### src/hbfs_regs.svh
// Timing constants and codes for the H-bridge fault supervisor.
// Assumes a 40 MHz core clock; counts derive from printed times.
`ifndef HBFS_REGS_SVH
`define HBFS_REGS_SVH

`define HBFS_CLK_KHZ        40000
`define HBFS_ILIM_DEGL_NS   3000
`define HBFS_ILIM_DEGL_CYC  ((`HBFS_ILIM_DEGL_NS * `HBFS_CLK_KHZ + 999999) / 1000000)
`define HBFS_ILIM_FLT_MS    275
`define HBFS_ILIM_FLT_CYC   (`HBFS_ILIM_FLT_MS * `HBFS_CLK_KHZ)
`define HBFS_RAMP_MS        12
`define HBFS_RAMP_CYC       (`HBFS_RAMP_MS * `HBFS_CLK_KHZ)
`define HBFS_OCP_CYC        40
`define HBFS_WAKE_PULSE_CYC 40
`define HBFS_DUTY_W         8
`define HBFS_DUTY_FULL      8'hff

`endif
### src/hbfs_pkg.sv
// Types shared by the H-bridge fault supervisor files.
// Assumes nothing beyond a SystemVerilog tool.
package hbfs_pkg;
	typedef enum logic [1:0] {
		HBFS_SLEEP  = 2'b00,
		HBFS_ACTIVE = 2'b01,
		HBFS_SHUT   = 2'b11
	} hbfs_mode_t;

	typedef enum logic [1:0] {
		HBFS_DRV_COAST   = 2'b00,
		HBFS_DRV_REVERSE = 2'b01,
		HBFS_DRV_FORWARD = 2'b10,
		HBFS_DRV_BRAKE   = 2'b11
	} hbfs_drive_t;
endpackage

### src/hbfs_core.sv
// H-bridge protection and mode supervisor: current limit, stall fault,
// latched overcurrent, thermal and supply lockout, sleep and soft start.
// Assumes all inputs are synchronous to MCLK; analog comparators outside.
`timescale 1ns/1ps
`include "hbfs_regs.svh"

// Notes on behaviour
// - Sense above threshold 3 us cuts duty
// - Limit persisting 275 ms raises fault
// - Limit fault keeps bridge running, limited
// - Limit fault clears itself when load frees
// - Qualified clamp disables bridge, flags fault
// - Overcurrent shutdown latched until reset or power cycle
// - High and low side sensed separately
// - Overcurrent independent of current limit
// - Overheat disables bridge, circuits keep running
// - Overheat recovery after hysteresis, automatic
// - Undervoltage disables all, flags, resets logic
// - Leaving undervoltage restarts operation
// - Either control high means active
// - Both controls low means sleep, Hi-Z
// - Any shutdown fault keeps bridge disabled
// - Sleep clears the limit fault
// - Sleep exit pulses fault low briefly
// - Drive entry ramps duty from zero, 12 ms
module hbfs_core #(
	parameter int ILIM_FLT_CYC = `HBFS_ILIM_FLT_CYC,
	parameter int RAMP_CYC     = `HBFS_RAMP_CYC,
	parameter int OCP_CYC      = `HBFS_OCP_CYC,
	parameter int PULSE_CYC    = `HBFS_WAKE_PULSE_CYC
) (
	input  wire logic                    MCLK,             // 40 MHz clock
	input  wire logic                    RST_B,            // Sync reset, active low
	input  wire logic                    DRIVE_CTRL_A,     // Drive control input A
	input  wire logic                    DRIVE_CTRL_B,     // Drive control input B
	input  wire logic                    SENSE_OVER,       // Sense above limit threshold
	input  wire logic                    HS_CLAMP,         // High-side clamp active
	input  wire logic                    LS_CLAMP,         // Low-side clamp active
	input  wire logic                    TEMP_HOT,         // Over-temperature, with hysteresis
	input  wire logic                    SUPPLY_LOW,       // Supply below lockout
	output logic                         ERROR_FLAG_LOW_O, // Fault pin output value
	output logic                         ERROR_FLAG_LOW_OE,// Fault pin drive enable
	output logic                         BRIDGE_EN,        // Bridge transistors enabled
	output logic [1:0]                   DRIVE_STATE,      // Output drive pattern
	output logic [`HBFS_DUTY_W-1:0]      DUTY_CEIL,        // Allowed PWM duty ceiling
	output logic                         LIMIT_ACTIVE,     // Current limit cutting duty
	output logic                         CIRCUITS_ON       // Internal circuits powered
);
	localparam int DW = `HBFS_DUTY_W;
	localparam int RW = $clog2(RAMP_CYC + 1);
	localparam int PW = $clog2(PULSE_CYC + 1);
	localparam logic [RW-1:0] RAMP_STEP = RW'(RAMP_CYC / 255);

	hbfs_pkg::hbfs_mode_t  mode_r, mode_nxt;
	hbfs_pkg::hbfs_drive_t drv_prev_r;
	logic                  ocp_latch_r;
	logic [DW-1:0]         duty_r;
	logic [RW-1:0]         ramp_cnt_r;
	logic [PW-1:0]         pulse_cnt_r;
	logic                  ilim_q, stall_q, hs_q, ls_q;

	// Logic reset comes from the core reset and from lockout alike
	wire rst_int_b = RST_B && !SUPPLY_LOW;
	wire [1:0] drv_req = {DRIVE_CTRL_A, DRIVE_CTRL_B};
	wire want_active = DRIVE_CTRL_A || DRIVE_CTRL_B;
	wire in_sleep = !want_active;
	wire ocp_trip = hs_q || ls_q;
	wire shut_fault = ocp_latch_r || TEMP_HOT;
	wire waking = (mode_r == hbfs_pkg::HBFS_SLEEP) && want_active;
	wire drive_entry = (drv_req == 2'b10 || drv_req == 2'b01) &&
		(drv_prev_r == hbfs_pkg::HBFS_DRV_COAST || drv_prev_r == hbfs_pkg::HBFS_DRV_BRAKE);
	wire ramp_tick = (ramp_cnt_r >= RAMP_STEP);

	hbfs_persist #(.COUNT(`HBFS_ILIM_DEGL_CYC)) u_degl (
		.clk  (MCLK),
		.rst_b(rst_int_b),
		.clr  (in_sleep),
		.cond (SENSE_OVER),
		.hit  (ilim_q)
	);

	hbfs_persist #(.COUNT(ILIM_FLT_CYC)) u_stall (
		.clk  (MCLK),
		.rst_b(rst_int_b),
		.clr  (in_sleep),
		.cond (ilim_q),
		.hit  (stall_q)
	);

	hbfs_persist #(.COUNT(OCP_CYC)) u_ocp_hs (
		.clk  (MCLK),
		.rst_b(rst_int_b),
		.clr  (1'b0),
		.cond (HS_CLAMP),
		.hit  (hs_q)
	);

	hbfs_persist #(.COUNT(OCP_CYC)) u_ocp_ls (
		.clk  (MCLK),
		.rst_b(rst_int_b),
		.clr  (1'b0),
		.cond (LS_CLAMP),
		.hit  (ls_q)
	);

	always_comb begin
		mode_nxt = mode_r;
		unique case (mode_r)
			// Waking into a standing fault goes straight to shutdown, no bridge glitch
			hbfs_pkg::HBFS_SLEEP: begin
				if (want_active)
					mode_nxt = (shut_fault || ocp_trip) ? hbfs_pkg::HBFS_SHUT
						: hbfs_pkg::HBFS_ACTIVE;
			end
			hbfs_pkg::HBFS_ACTIVE: begin
				if (shut_fault || ocp_trip)
					mode_nxt = hbfs_pkg::HBFS_SHUT;
				else if (in_sleep)
					mode_nxt = hbfs_pkg::HBFS_SLEEP;
			end
			hbfs_pkg::HBFS_SHUT: begin
				if (!shut_fault && !ocp_trip)
					mode_nxt = want_active ? hbfs_pkg::HBFS_ACTIVE : hbfs_pkg::HBFS_SLEEP;
			end
			default: mode_nxt = hbfs_pkg::HBFS_SLEEP;
		endcase
	end

	always_ff @(posedge MCLK) begin
		if (!rst_int_b) begin
			mode_r      <= hbfs_pkg::HBFS_SLEEP;
			drv_prev_r  <= hbfs_pkg::HBFS_DRV_COAST;
			ocp_latch_r <= 1'b0;
		end else begin
			mode_r     <= mode_nxt;
			drv_prev_r <= hbfs_pkg::hbfs_drive_t'(drv_req);
			if (ocp_trip)
				ocp_latch_r <= 1'b1;
		end
	end

	always_ff @(posedge MCLK) begin
		if (!rst_int_b || in_sleep || drive_entry) begin
			duty_r     <= '0;
			ramp_cnt_r <= '0;
		end else if (ilim_q) begin
			duty_r     <= (duty_r == '0) ? '0 : duty_r - DW'(1);
			ramp_cnt_r <= '0;
		end else if (ramp_tick) begin
			ramp_cnt_r <= '0;
			if (duty_r != `HBFS_DUTY_FULL)
				duty_r <= duty_r + DW'(1);
		end else begin
			ramp_cnt_r <= ramp_cnt_r + RW'(1);
		end
	end

	always_ff @(posedge MCLK) begin
		if (!rst_int_b)
			pulse_cnt_r <= '0;
		else if (waking)
			pulse_cnt_r <= PW'(PULSE_CYC);
		else if (pulse_cnt_r != '0)
			pulse_cnt_r <= pulse_cnt_r - PW'(1);
	end

	wire bridge_ok = (mode_nxt == hbfs_pkg::HBFS_ACTIVE) && rst_int_b;
	wire flag_nxt = !rst_int_b || ocp_latch_r || ocp_trip || TEMP_HOT ||
		(stall_q && want_active) || waking || (pulse_cnt_r > PW'(1));

	// Outputs registered; reset value shows lockout fault
	always_ff @(posedge MCLK) begin
		ERROR_FLAG_LOW_O  <= 1'b0;
		ERROR_FLAG_LOW_OE <= flag_nxt;
		BRIDGE_EN         <= bridge_ok;
		DRIVE_STATE       <= bridge_ok ? drv_req : 2'b00;
		DUTY_CEIL         <= bridge_ok ? duty_r : '0;
		LIMIT_ACTIVE      <= bridge_ok && ilim_q;
		CIRCUITS_ON       <= rst_int_b && want_active;
	end
endmodule

### src/hbfs_persist.sv
// Persistence timer: output rises once the input has held high for a
// set number of consecutive cycles, and falls with the input.
// Assumes a synchronous active-low reset and a single clock.
`timescale 1ns/1ps
module hbfs_persist #(
	parameter int COUNT = 4
) (
	input  wire logic clk,    // Core clock
	input  wire logic rst_b,  // Synchronous reset, active low
	input  wire logic clr,    // Restart the count
	input  wire logic cond,   // Condition being qualified
	output logic      hit     // Condition has persisted
);
	localparam int W = $clog2(COUNT + 1);

	logic [W-1:0] cnt_r;
	logic         hit_nxt;
	wire          at_end = (cnt_r == W'(COUNT));

	assign hit_nxt = cond && !clr && (at_end || (cnt_r == W'(COUNT - 1)));

	always_ff @(posedge clk) begin
		if (!rst_b || clr || !cond) begin
			cnt_r <= '0;
			hit   <= 1'b0;
		end else begin
			if (!at_end)
				cnt_r <= cnt_r + W'(1);
			hit <= hit_nxt;
		end
	end
endmodule

### config.mk
export PLATFORM = sky130hd
export DESIGN_NAME = hbfs_core
export DESIGN_NICKNAME = d
export VERILOG_FILES = /design/src/hbfs_pkg.sv /design/src/hbfs_core.sv /design/src/hbfs_persist.sv
export VERILOG_INCLUDE_DIRS = /design/src
export SDC_FILE = /design/constraint.sdc
export NUM_CORES = 1
export LEC_CHECK = 0
export BUFFER_PORTS_ARGS = -buffer_cell sky130_fd_sc_hd__buf_2
export CORE_MARGIN = 1.5
export CORE_UTILIZATION = 60
export DETAILED_ROUTE_END_ITERATION = 8
export HOLD_SLACK_MARGIN = 0.1
export PLACE_DENSITY = 0.77
export SLEW_MARGIN = 10
export SYNTH_ARGS = -nofsm -noshare
export SYNTH_HDL_FRONTEND = slang
export SYNTH_SLANG_ARGS = --single-unit
export TNS_END_PERCENT = 30
### constraint.sdc
create_clock -name MCLK -period 5.4 [get_ports MCLK]
set_clock_uncertainty 0.1 [all_clocks]
set_input_delay 0.54 -clock MCLK [delete_from_list [all_inputs] [get_ports MCLK]]
set_output_delay 0.54 -clock MCLK [all_outputs]
set_load 0.02 [all_outputs]
== Word-level counts from Yosys, hierarchy flattened ==
Index checks and enable logic that the tools add are counted.
Storage, ports and cells
  ROM bits: 0
  memories kept: 0
  bits in registers: 99
  bits of input ports: 9
  bits in writable memories: 0
  word-level logic and storage cells: 115
  latch bits: 0
Operators by class
  shift operators: 0
  reduce and logical (&&, ||, !) cells: 55
  div/mod/pow operators: 0
  multiply operators: 0
  magnitude comparators: 2
  add/subtract/negate cells: 8
  bitwise gates (word level): 1
  multiplexer cells: 13
  eq/ne operators: 15
Operators by type and width (number)
  $eq 24x24->1 const B: 2
  $mux 8: 4
  $add 24x1->24 const B: 1
  $eq 6x6->1 const B: 4
  $logic_or 1x1->1: 22
  $add 19x1->19 const B: 1
  $ge 19x11->1 const B: 1
  $eq 7x7->1 const B: 2
  $logic_and 1x1->1: 14
  $add 6x1->6 const B: 2
  $mux 6: 2
  $mux 2: 5
  $logic_not 1->1: 9
  $add 8x1->8 const B: 1
  $logic_not 8->1: 1
  $ne 8x8->1 const B: 1
  $sub 8x1->8 const B: 1
  $add 7x1->7 const B: 1
  $eq 2x1->1 const B: 3
  $eq 2x2->1 const B: 3
  $gt 6x1->1 const B: 1
  $pmux 2 s3: 1
  $reduce_bool 2->1: 3
  $reduce_bool 6->1: 1
  7 further kinds: 8

== Longest topological paths before layout ==
Gate-level depths: netlist of the first run.
  depth in word-level cells: 9
  mapped depth: 8
  mapped depth without buffers: 7

== Hierarchy ==
A second synthesis of the first run with hierarchy kept.
Second synthesis, totals
  cell total of the unflattened synthesis: 516
  area total of the unflattened synthesis: 4560.6 sq um
Modules (own cells, without submodules)
  hbfs_core: times used 1, cells each 254, area each 2272.2 sq um
  hbfs_persist (u_stall): times used 1, cells each 146, area each 1249.9 sq um
  hbfs_persist (u_ocp_hs ...): times used 2, cells each 37, area each 334.1 sq um
  hbfs_persist (u_degl): times used 1, cells each 42, area each 370.4 sq um

== Least setup slack after synthesis of the first run ==
OpenSTA, ideal clock, no wires.
  path type: reg2reg
  start point: register duty_r[1]
  end point: register duty_r[6]
  setup slack: 3.403 ns
  arrival time: 1.771 ns
  clock period less this slack: 1.997 ns
  path buffers: 1
  stages on the path, launching flop included: 9
  library setup time: 0.126 ns
  path through: dfxtp_1 > clkbuf_1 > inv_1 > ha_1 > or4b_4 > nor2_2 > o21ai_2 > a2111oi_4 > nor3_1
On the way
  longest elaborated chain between the ends: 4
  elaborated cells between the ends (all ways): 10
RTL lines
  start: declaration: line hbfs_core.sv:57  | logic [DW-1:0] duty_r;
  start signal: assignment: line hbfs_core.sv:147  | duty_r <= (duty_r == '0) ? '0 : duty_r - DW'(1);
  start signal: assignment: line hbfs_core.sv:152  | duty_r <= duty_r + DW'(1);
  $add 8x1->8: line hbfs_core.sv:152
  $mux 8: line hbfs_core.sv:151  | if (duty_r != `HBFS_DUTY_FULL)
  $mux 8: line hbfs_core.sv:149  | end else if (ramp_tick) begin
  $mux 8: line hbfs_core.sv:146  | end else if (ilim_q) begin
Parallel ways exist; a longest one is shown, timed or not. The select of a mux whose other input is x is not followed.
A chain may end at the register's enable or synchronous reset.

== Worst setup path in the final report of the first run ==
  start point: register duty_r[0]
  end point: register duty_r[6]
Same word-level chain as after synthesis.

==> flow_summary.json, run 1 <==
{
  "status": "complete, no violations",
  "slew_violations": 0,
  "leakagePower_nw": 1.73,
  "min_period_ns": 2.13,
  "clock_tree.htree_level_count": 3,
  "rsz0062_at_grt": "false",
  "ant_nets": 0,
  "wirelength_mm": 7.87,
  "hold_class": "input port to flip-flop",
  "hold_slack_ns": 0.293,
  "synth_top_area_share_pct": 44.0,
  "fp.coreArea_um2": 7250,
  "utilization_pct": 67.1,
  "drv_cap": 0,
  "grt_max_degree": 27,
  "clkTransAtPathRegs_ns": 0.09,
  "power.density_nw_per_um2": 257,
  "irDropWorstVdd_v": 0.000202,
  "clock.fmax_ghz": 0.470,
  "worst_pin_slew_ns": 0.864,
  "portBuffers": 22,
  "hold_viol_final": 0,
  "async_flop_share_pct": 0,
  "die_area_um2": 8030,
  "synthTopCellsByCount": "dfxtp_1, nor2_1, nand3_1",
  "worst-path-max-fanout": 9,
  "syn_area_um2": 4500,
  "io_pins": 24,
  "num_antenna_cells": 0,
  "cts_resized": 0,
  "grt.overflow.total": 0,
  "hold_buffers": 0,
  "synth.most_common_cell": "dfxtp_1",
  "globalplace.congestion": 0.848,
  "antenna_found_initial": 0,
  "slew_headroom_pct": 42.3,
  "nNetsFinal": 546,
  "start_kind": "flip-flop",
  "yosys.area.top_type": "dfxtp_1",
  "cp_data_arrival_time_ns": 2.27,
  "wire_per_inst_um": 12.6,
  "finalNonFillerCells": 624,
  "synth-main-ff-cell": "dfxtp_1",
  "die_h_um": 89.6,
  "synthTopCellsByArea": "dfxtp_1, nor2_1, xnor2_1, ha_1, xor2_1",
  "drive_above_1_share_pct": 11.6,
  "viasPerCell": 5.44,
  "synth_seq_cells": 99,
  "syn_area_per_cell_um2": 9.15,
  "worstSetupEndpointType": "flip-flop",
  "cp.required_ns": 5.54,
  "clock_latency_ns": 0.36,
  "drc_errors": 0,
  "synth_cells": 492,
  "dr.pass1.iters": 5,
  "setup_viol": 0,
  "final.setup.tns_ns": 0,
  "grt_pass1_vias": 3014,
  "critical_path_class": "flip-flop to flip-flop",
  "ys_seq_area_share_pct": 44.0,
  "grt_usage_pct": 20.8,
  "clock_sinks": 99,
  "finalCritPeriodShare_pct": 39.4,
  "cts_made_buffers": 9,
  "std_cell_rows": 31,
  "yosys.cell_types.count": 65,
  "ys_warn_count": 0,
  "start_util_pct": 62.1,
  "cts_tree": "built",
  "drtIter0Drc": 84,
  "synth_edf_count": 0,
  "cts_setup_buffers": 0,
  "grt_pass1_wl_mm": 13.1,
  "dp_hpwl_mm": 5.64,
  "dr_total_vias": 3394,
  "clockBufferDepth": 2,
  "chipWidth_um": 89.6,
  "dpl.cell_count": 608,
  "cts_root_buffer": "clkbuf_8",
  "area_growth_pct": 8.12
}
## where the power goes
group	internal, W	leakage [nW]	switching, W
registers	0.000740	0.803	0.00000725
logic	0.0000251	0.836	0.0000377
clock network	0.000185	0.0908	0.000257
total	0.000950	1.73	0.000302
## flip-flops by register name (all words and copies together), names as in the netlist
signal,cells
u_stall.cnt_r,24
ramp_cnt_r,19
DUTY_CEIL,8
duty_r,8
u_degl.cnt_r,7
pulse_cnt_r,6
u_ocp_hs.cnt_r,6
u_ocp_ls.cnt_r,6
DRIVE_STATE,2
drv_prev_r,2
mode_r,2
BRIDGE_EN,1
CIRCUITS_ON,1
ERROR_FLAG_LOW_OE,1
LIMIT_ACTIVE,1
ocp_latch_r,1
u_degl.hit,1
u_ocp_hs.hit,1
u_ocp_ls.hit,1
u_stall.hit,1
## through the flow
step | instance area [um2] | setup WS [ns] | power, W
5_1_grt | 4870 | 3.03 | 0.00131
3_3_place_gp | 4680 | 3.05 | 0.000825
4_1_cts | 4870 | 3.25 | 0.00127
3_5_place_dp | 4680 | 2.98 | 0.000827
2_1_floorplan | 4530 | 3.40 | 0.000812
6_report | 4870 | 3.27 | 0.00125
## layout make-up
class,count,area [um2]
Clock buffer,10,138
Clock inverter,6,48.8
Fill cell,621,2390
Inverter,26,97.6
Multi-Input combinational cell,362,2370
Sequential cell,99,1980
Tap cell,99,124
Timing Repair Buffer,22,110
## critical path: stages (launching register included)
cell,delay (ns)
dfxtp_1,0.41
inv_1,0.16
ha_1,0.17
or3b_2,0.52
nor2_4,0.13
o21ai_2,0.09
a2111oi_4,0.36
nor3_1,0.07
## path summary, 6_finish.rpt
| kind | start | end | slack, ns | depth (start not counted) |
|---|---|---|---|---|
| max | duty_r[0]$_SDFFE_PP0P_ | duty_r[6]$_SDFFE_PP0P_ | 3.27 | 7 |
| min | DRIVE_CTRL_A | DRIVE_STATE[1]$_SDFF_PN0_ | 0.29 | 2 |
| max reg2reg | duty_r[0]$_SDFFE_PP0P_ | duty_r[6]$_SDFFE_PP0P_ | 3.27 | 7 |
| min reg2reg | u_stall.cnt_r[23]$_SDFFE_PP0P_ | u_stall.cnt_r[23]$_SDFFE_PP0P_ | 0.38 | 2 |
## layout by cell type, fill, tap and decap left out, types with 2 or more instances in the layout
cell and count:
nor2b_1 4, o31ai_1 4, a211oi_1 4, nor3_1 17, nor4b_2 2, nor4bb_1 2
or3_1 5, nand3b_1 5, nor2_2 2, nand4_1 7, nor4_2 3, dfxtp_1 99
xnor2_1 28, or3b_1 2, o21ai_1 2, conb_1 9, clkinvlp_4 2, and2_1 17
o211ai_1 3, buf_2 22, mux2i_1 4, xor2_1 20, and3_2 2, and3_1 4
nor4_1 6, nand2b_1 5, nand2_1 25, nand3_1 30, and4_1 2, clkbuf_8 10
ha_1 17, a21oi_1 21, a31oi_1 2, nor2_1 73, o21ai_2 2, o21ai_0 6
inv_1 25, a311oi_1 2
## routing by layer
layer  track usage [%]  part of all wire (%)
met1              26.3                    45
met2              34.2                    48
met3              5.48                   5.1
met4              7.55                   1.1
met5                 0                     0
## cell families after synthesis
kind of cell    synth area share [%]
fa+ha+maj                       4.72
buf+inv                         4.06
flops                           44.0
simple gates                    27.4
xor+xnor                        9.34
other cells                   0.0833
compound gates                  9.20
mux                             1.14
Note: power is estimated with default switching activity, not from simulation.
==> inputs of run 2 (changes only) <==
==> constraint.sdc (replaced) <==
create_clock -name MCLK -period 2.19 [get_ports MCLK]
set_clock_uncertainty 0.1 [all_clocks]
set_input_delay 0.219 -clock MCLK [delete_from_list [all_inputs] [get_ports MCLK]]
set_output_delay 0.219 -clock MCLK [all_outputs]
set_load 0.02 [all_outputs]
==> flow_summary.json, run 2 (synthesis gave the netlist of run 1 again) <==
{
  "status": "complete, no violations",
  "die_h_um": 89.6,
  "slowest_delay_ns": 0.50,
  "start_kind": "flip-flop",
  "met2_length_mm": 4.17,
  "clock.fmax_ghz": 0.505,
  "hold_end": "ERROR_FLAG_LOW_OE$_DFF_P_",
  "min_period_ns": 1.98,
  "start_util_pct": 62.1,
  "cp.buffers_inverters": 1,
  "grt_max_degree": 16,
  "placed_area_um2": 4770,
  "setup_viol": 0,
  "fin_ws_ns": 0.211,
  "clock_sinks": 99,
  "drive_above_1_share_pct": 13.5,
  "layout_commonest_cell": "dfxtp_1",
  "cpMaxStageDelayCell": "or4b_4",
  "cts_setup_buffers": 0,
  "largest-register": "u_stall.cnt_r",
  "slew_violations": 0,
  "dr.pass1.iters": 4,
  "std_cell_rows": 31,
  "dp_hpwl_mm": 5.94,
  "cp.required_ns": 2.33,
  "hold_class": "input port to flip-flop",
  "cp_data_arrival_time_ns": 2.12,
  "crit_family": "simple AND/OR/NAND/NOR gates",
  "fillers": 602,
  "irDropWorstVdd_v": 0.000482,
  "slew_headroom_pct": 61.4,
  "num_antenna_cells": 0,
  "dr_total_vias": 3469,
  "final.setup.tns_ns": 0,
  "chipWidth_um": 89.6,
  "largest_register_ffs": 24,
  "r2r_slack_ns": 0.21,
  "place_worst_setup_slack_ns": 0.234,
  "cts_root_buffer": "clkbuf_8",
  "hold_slack_ns": 0.120,
  "cts_made_buffers": 9,
  "ant_nets": 0,
  "fp.coreArea_um2": 7250,
  "finalNonFillerCells": 639,
  "leakagePower_nw": 1.82,
  "rsz0062_at_grt": "false",
  "nNetsFinal": 562,
  "grt_pass1_vias": 3262,
  "worst-path-max-fanout": 4,
  "viasPerCell": 5.43,
  "layout_common_cells": "dfxtp_1, nor2_1, nand3_1, xnor2_1",
  "r2r-start": "duty_r[0]$_SDFFE_PP0P_",
  "portBuffers": 22,
  "io_pins": 24,
  "clkTransAtPathRegs_ns": 0.09,
  "antenna_found_initial": 0,
  "area_growth_pct": 11.4,
  "wire_per_inst_um": 13.1,
  "die_area_um2": 8030,
  "cts_tree": "built",
  "dr_wl_met3_um": 319,
  "wirelength_mm": 8.34,
  "clock_latency_ns": 0.36,
  "grt_pass1_wl_mm": 14.2,
  "wl_met1_mm": 3.77,
  "clock_tree.htree_level_count": 3,
  "grt.overflow.total": 0,
  "globalplace.congestion": 0.929,
  "path_cells": "inv_1, ha_1, or4b_4, nor2_2, o21ai_2, a2111oi_4, nor3_1",
  "finalCritPeriodShare_pct": 90.4,
  "rr_worst_depth": 7,
  "top_regs": "u_stall.cnt_r x24, ramp_cnt_r x19",
  "critical_path_class": "flip-flop to flip-flop",
  "power.density_nw_per_um2": 636,
  "dpl.cell_count": 620,
  "r2r-end": "duty_r[6]$_SDFFE_PP0P_",
  "min_path_cells": 4,
  "drtIter0Drc": 120,
  "drv_cap": 0,
  "worstSetupEndpointType": "flip-flop",
  "drc_errors": 0,
  "holdCritStartpoint": "TEMP_HOT",
  "worst_pin_slew_ns": 0.575,
  "hold_viol_final": 0,
  "grt_usage_pct": 22.6,
  "top_layer": "met4",
  "final_area_um2": 5010,
  "clockBufferDepth": 2
}
## run 2: layout make-up
cell class / instances / area, um2 / area share [%]
clock buffers: 11 / 151 / 3.02
multi-input cells: 362 / 2370 / 47.3
inverters: 26 / 97.6 / 1.95
clock inverters: 4 / 48.8 / 0.973
repair buffers: 38 / 240 / 4.79
well taps: 99 / 124 / 2.47
flip-flops and latches: 99 / 1980 / 39.5
## run 2: how the worst max path moves through the flow
stage	from	end	slack (ns)	cells after the start
after floorplan	duty_r[1]$_SDFFE_PP0P_	duty_r[6]$_SDFFE_PP0P_	0.19	8
final	duty_r[0]$_SDFFE_PP0P_	duty_r[6]$_SDFFE_PP0P_	0.21	7
after CTS	DRIVE_CTRL_A	DUTY_CEIL[5]$_SDFF_PN0_	0.06	9
after global routing	duty_r[0]$_SDFFE_PP0P_	duty_r[6]$_SDFFE_PP0P_	0.06	7
after detailed placement	duty_r[0]$_SDFFE_PP0P_	duty_r[6]$_SDFFE_PP0P_	0.23	7
after global placement	duty_r[0]$_SDFFE_PP0P_	duty_r[6]$_SDFFE_PP0P_	0.30	7
## run 2: what timing repair did
item	in CTS	in global routing
hold buffers	4	0
setup endpoints to repair	0	11
resized for setup	0	1
endpoints found under the hold margin	7	0
## run 2: layer usage
metal | track usage, % | vias up
met5 | 0 | -
met4 | 7.55 | 0
met3 | 6.49 | 10
met2 | 38.3 | 64
met1 | 27.6 | 1625
li1 | - | 1770
## run 2: worst register-to-register path, stage by stage, from the launching register on
cell	delay, ns
dfxtp_1	0.32
inv_1	0.11
ha_1	0.23
or4b_4	0.50
nor2_2	0.13
o21ai_2	0.08
a2111oi_4	0.34
nor3_1	0.07
## run 2: stage by stage
step | utilization, % | total power (W)
after floorplan | - | 0.00200
after global placement | 65.8 | 0.00204
after detailed placement | 65.8 | 0.00205
after CTS | 69.1 | 0.00323
after global routing | 69.1 | 0.00333
final | 69.1 | 0.00319
## run 2: power by group
part	internal (W)	total (W)	switching [W]
combinational	0.0000716	0.000175	0.000103
clock	0.000585	0.00117	0.000590
sequential	0.00182	0.00184	0.0000158
total	0.00248	0.00319	0.000709
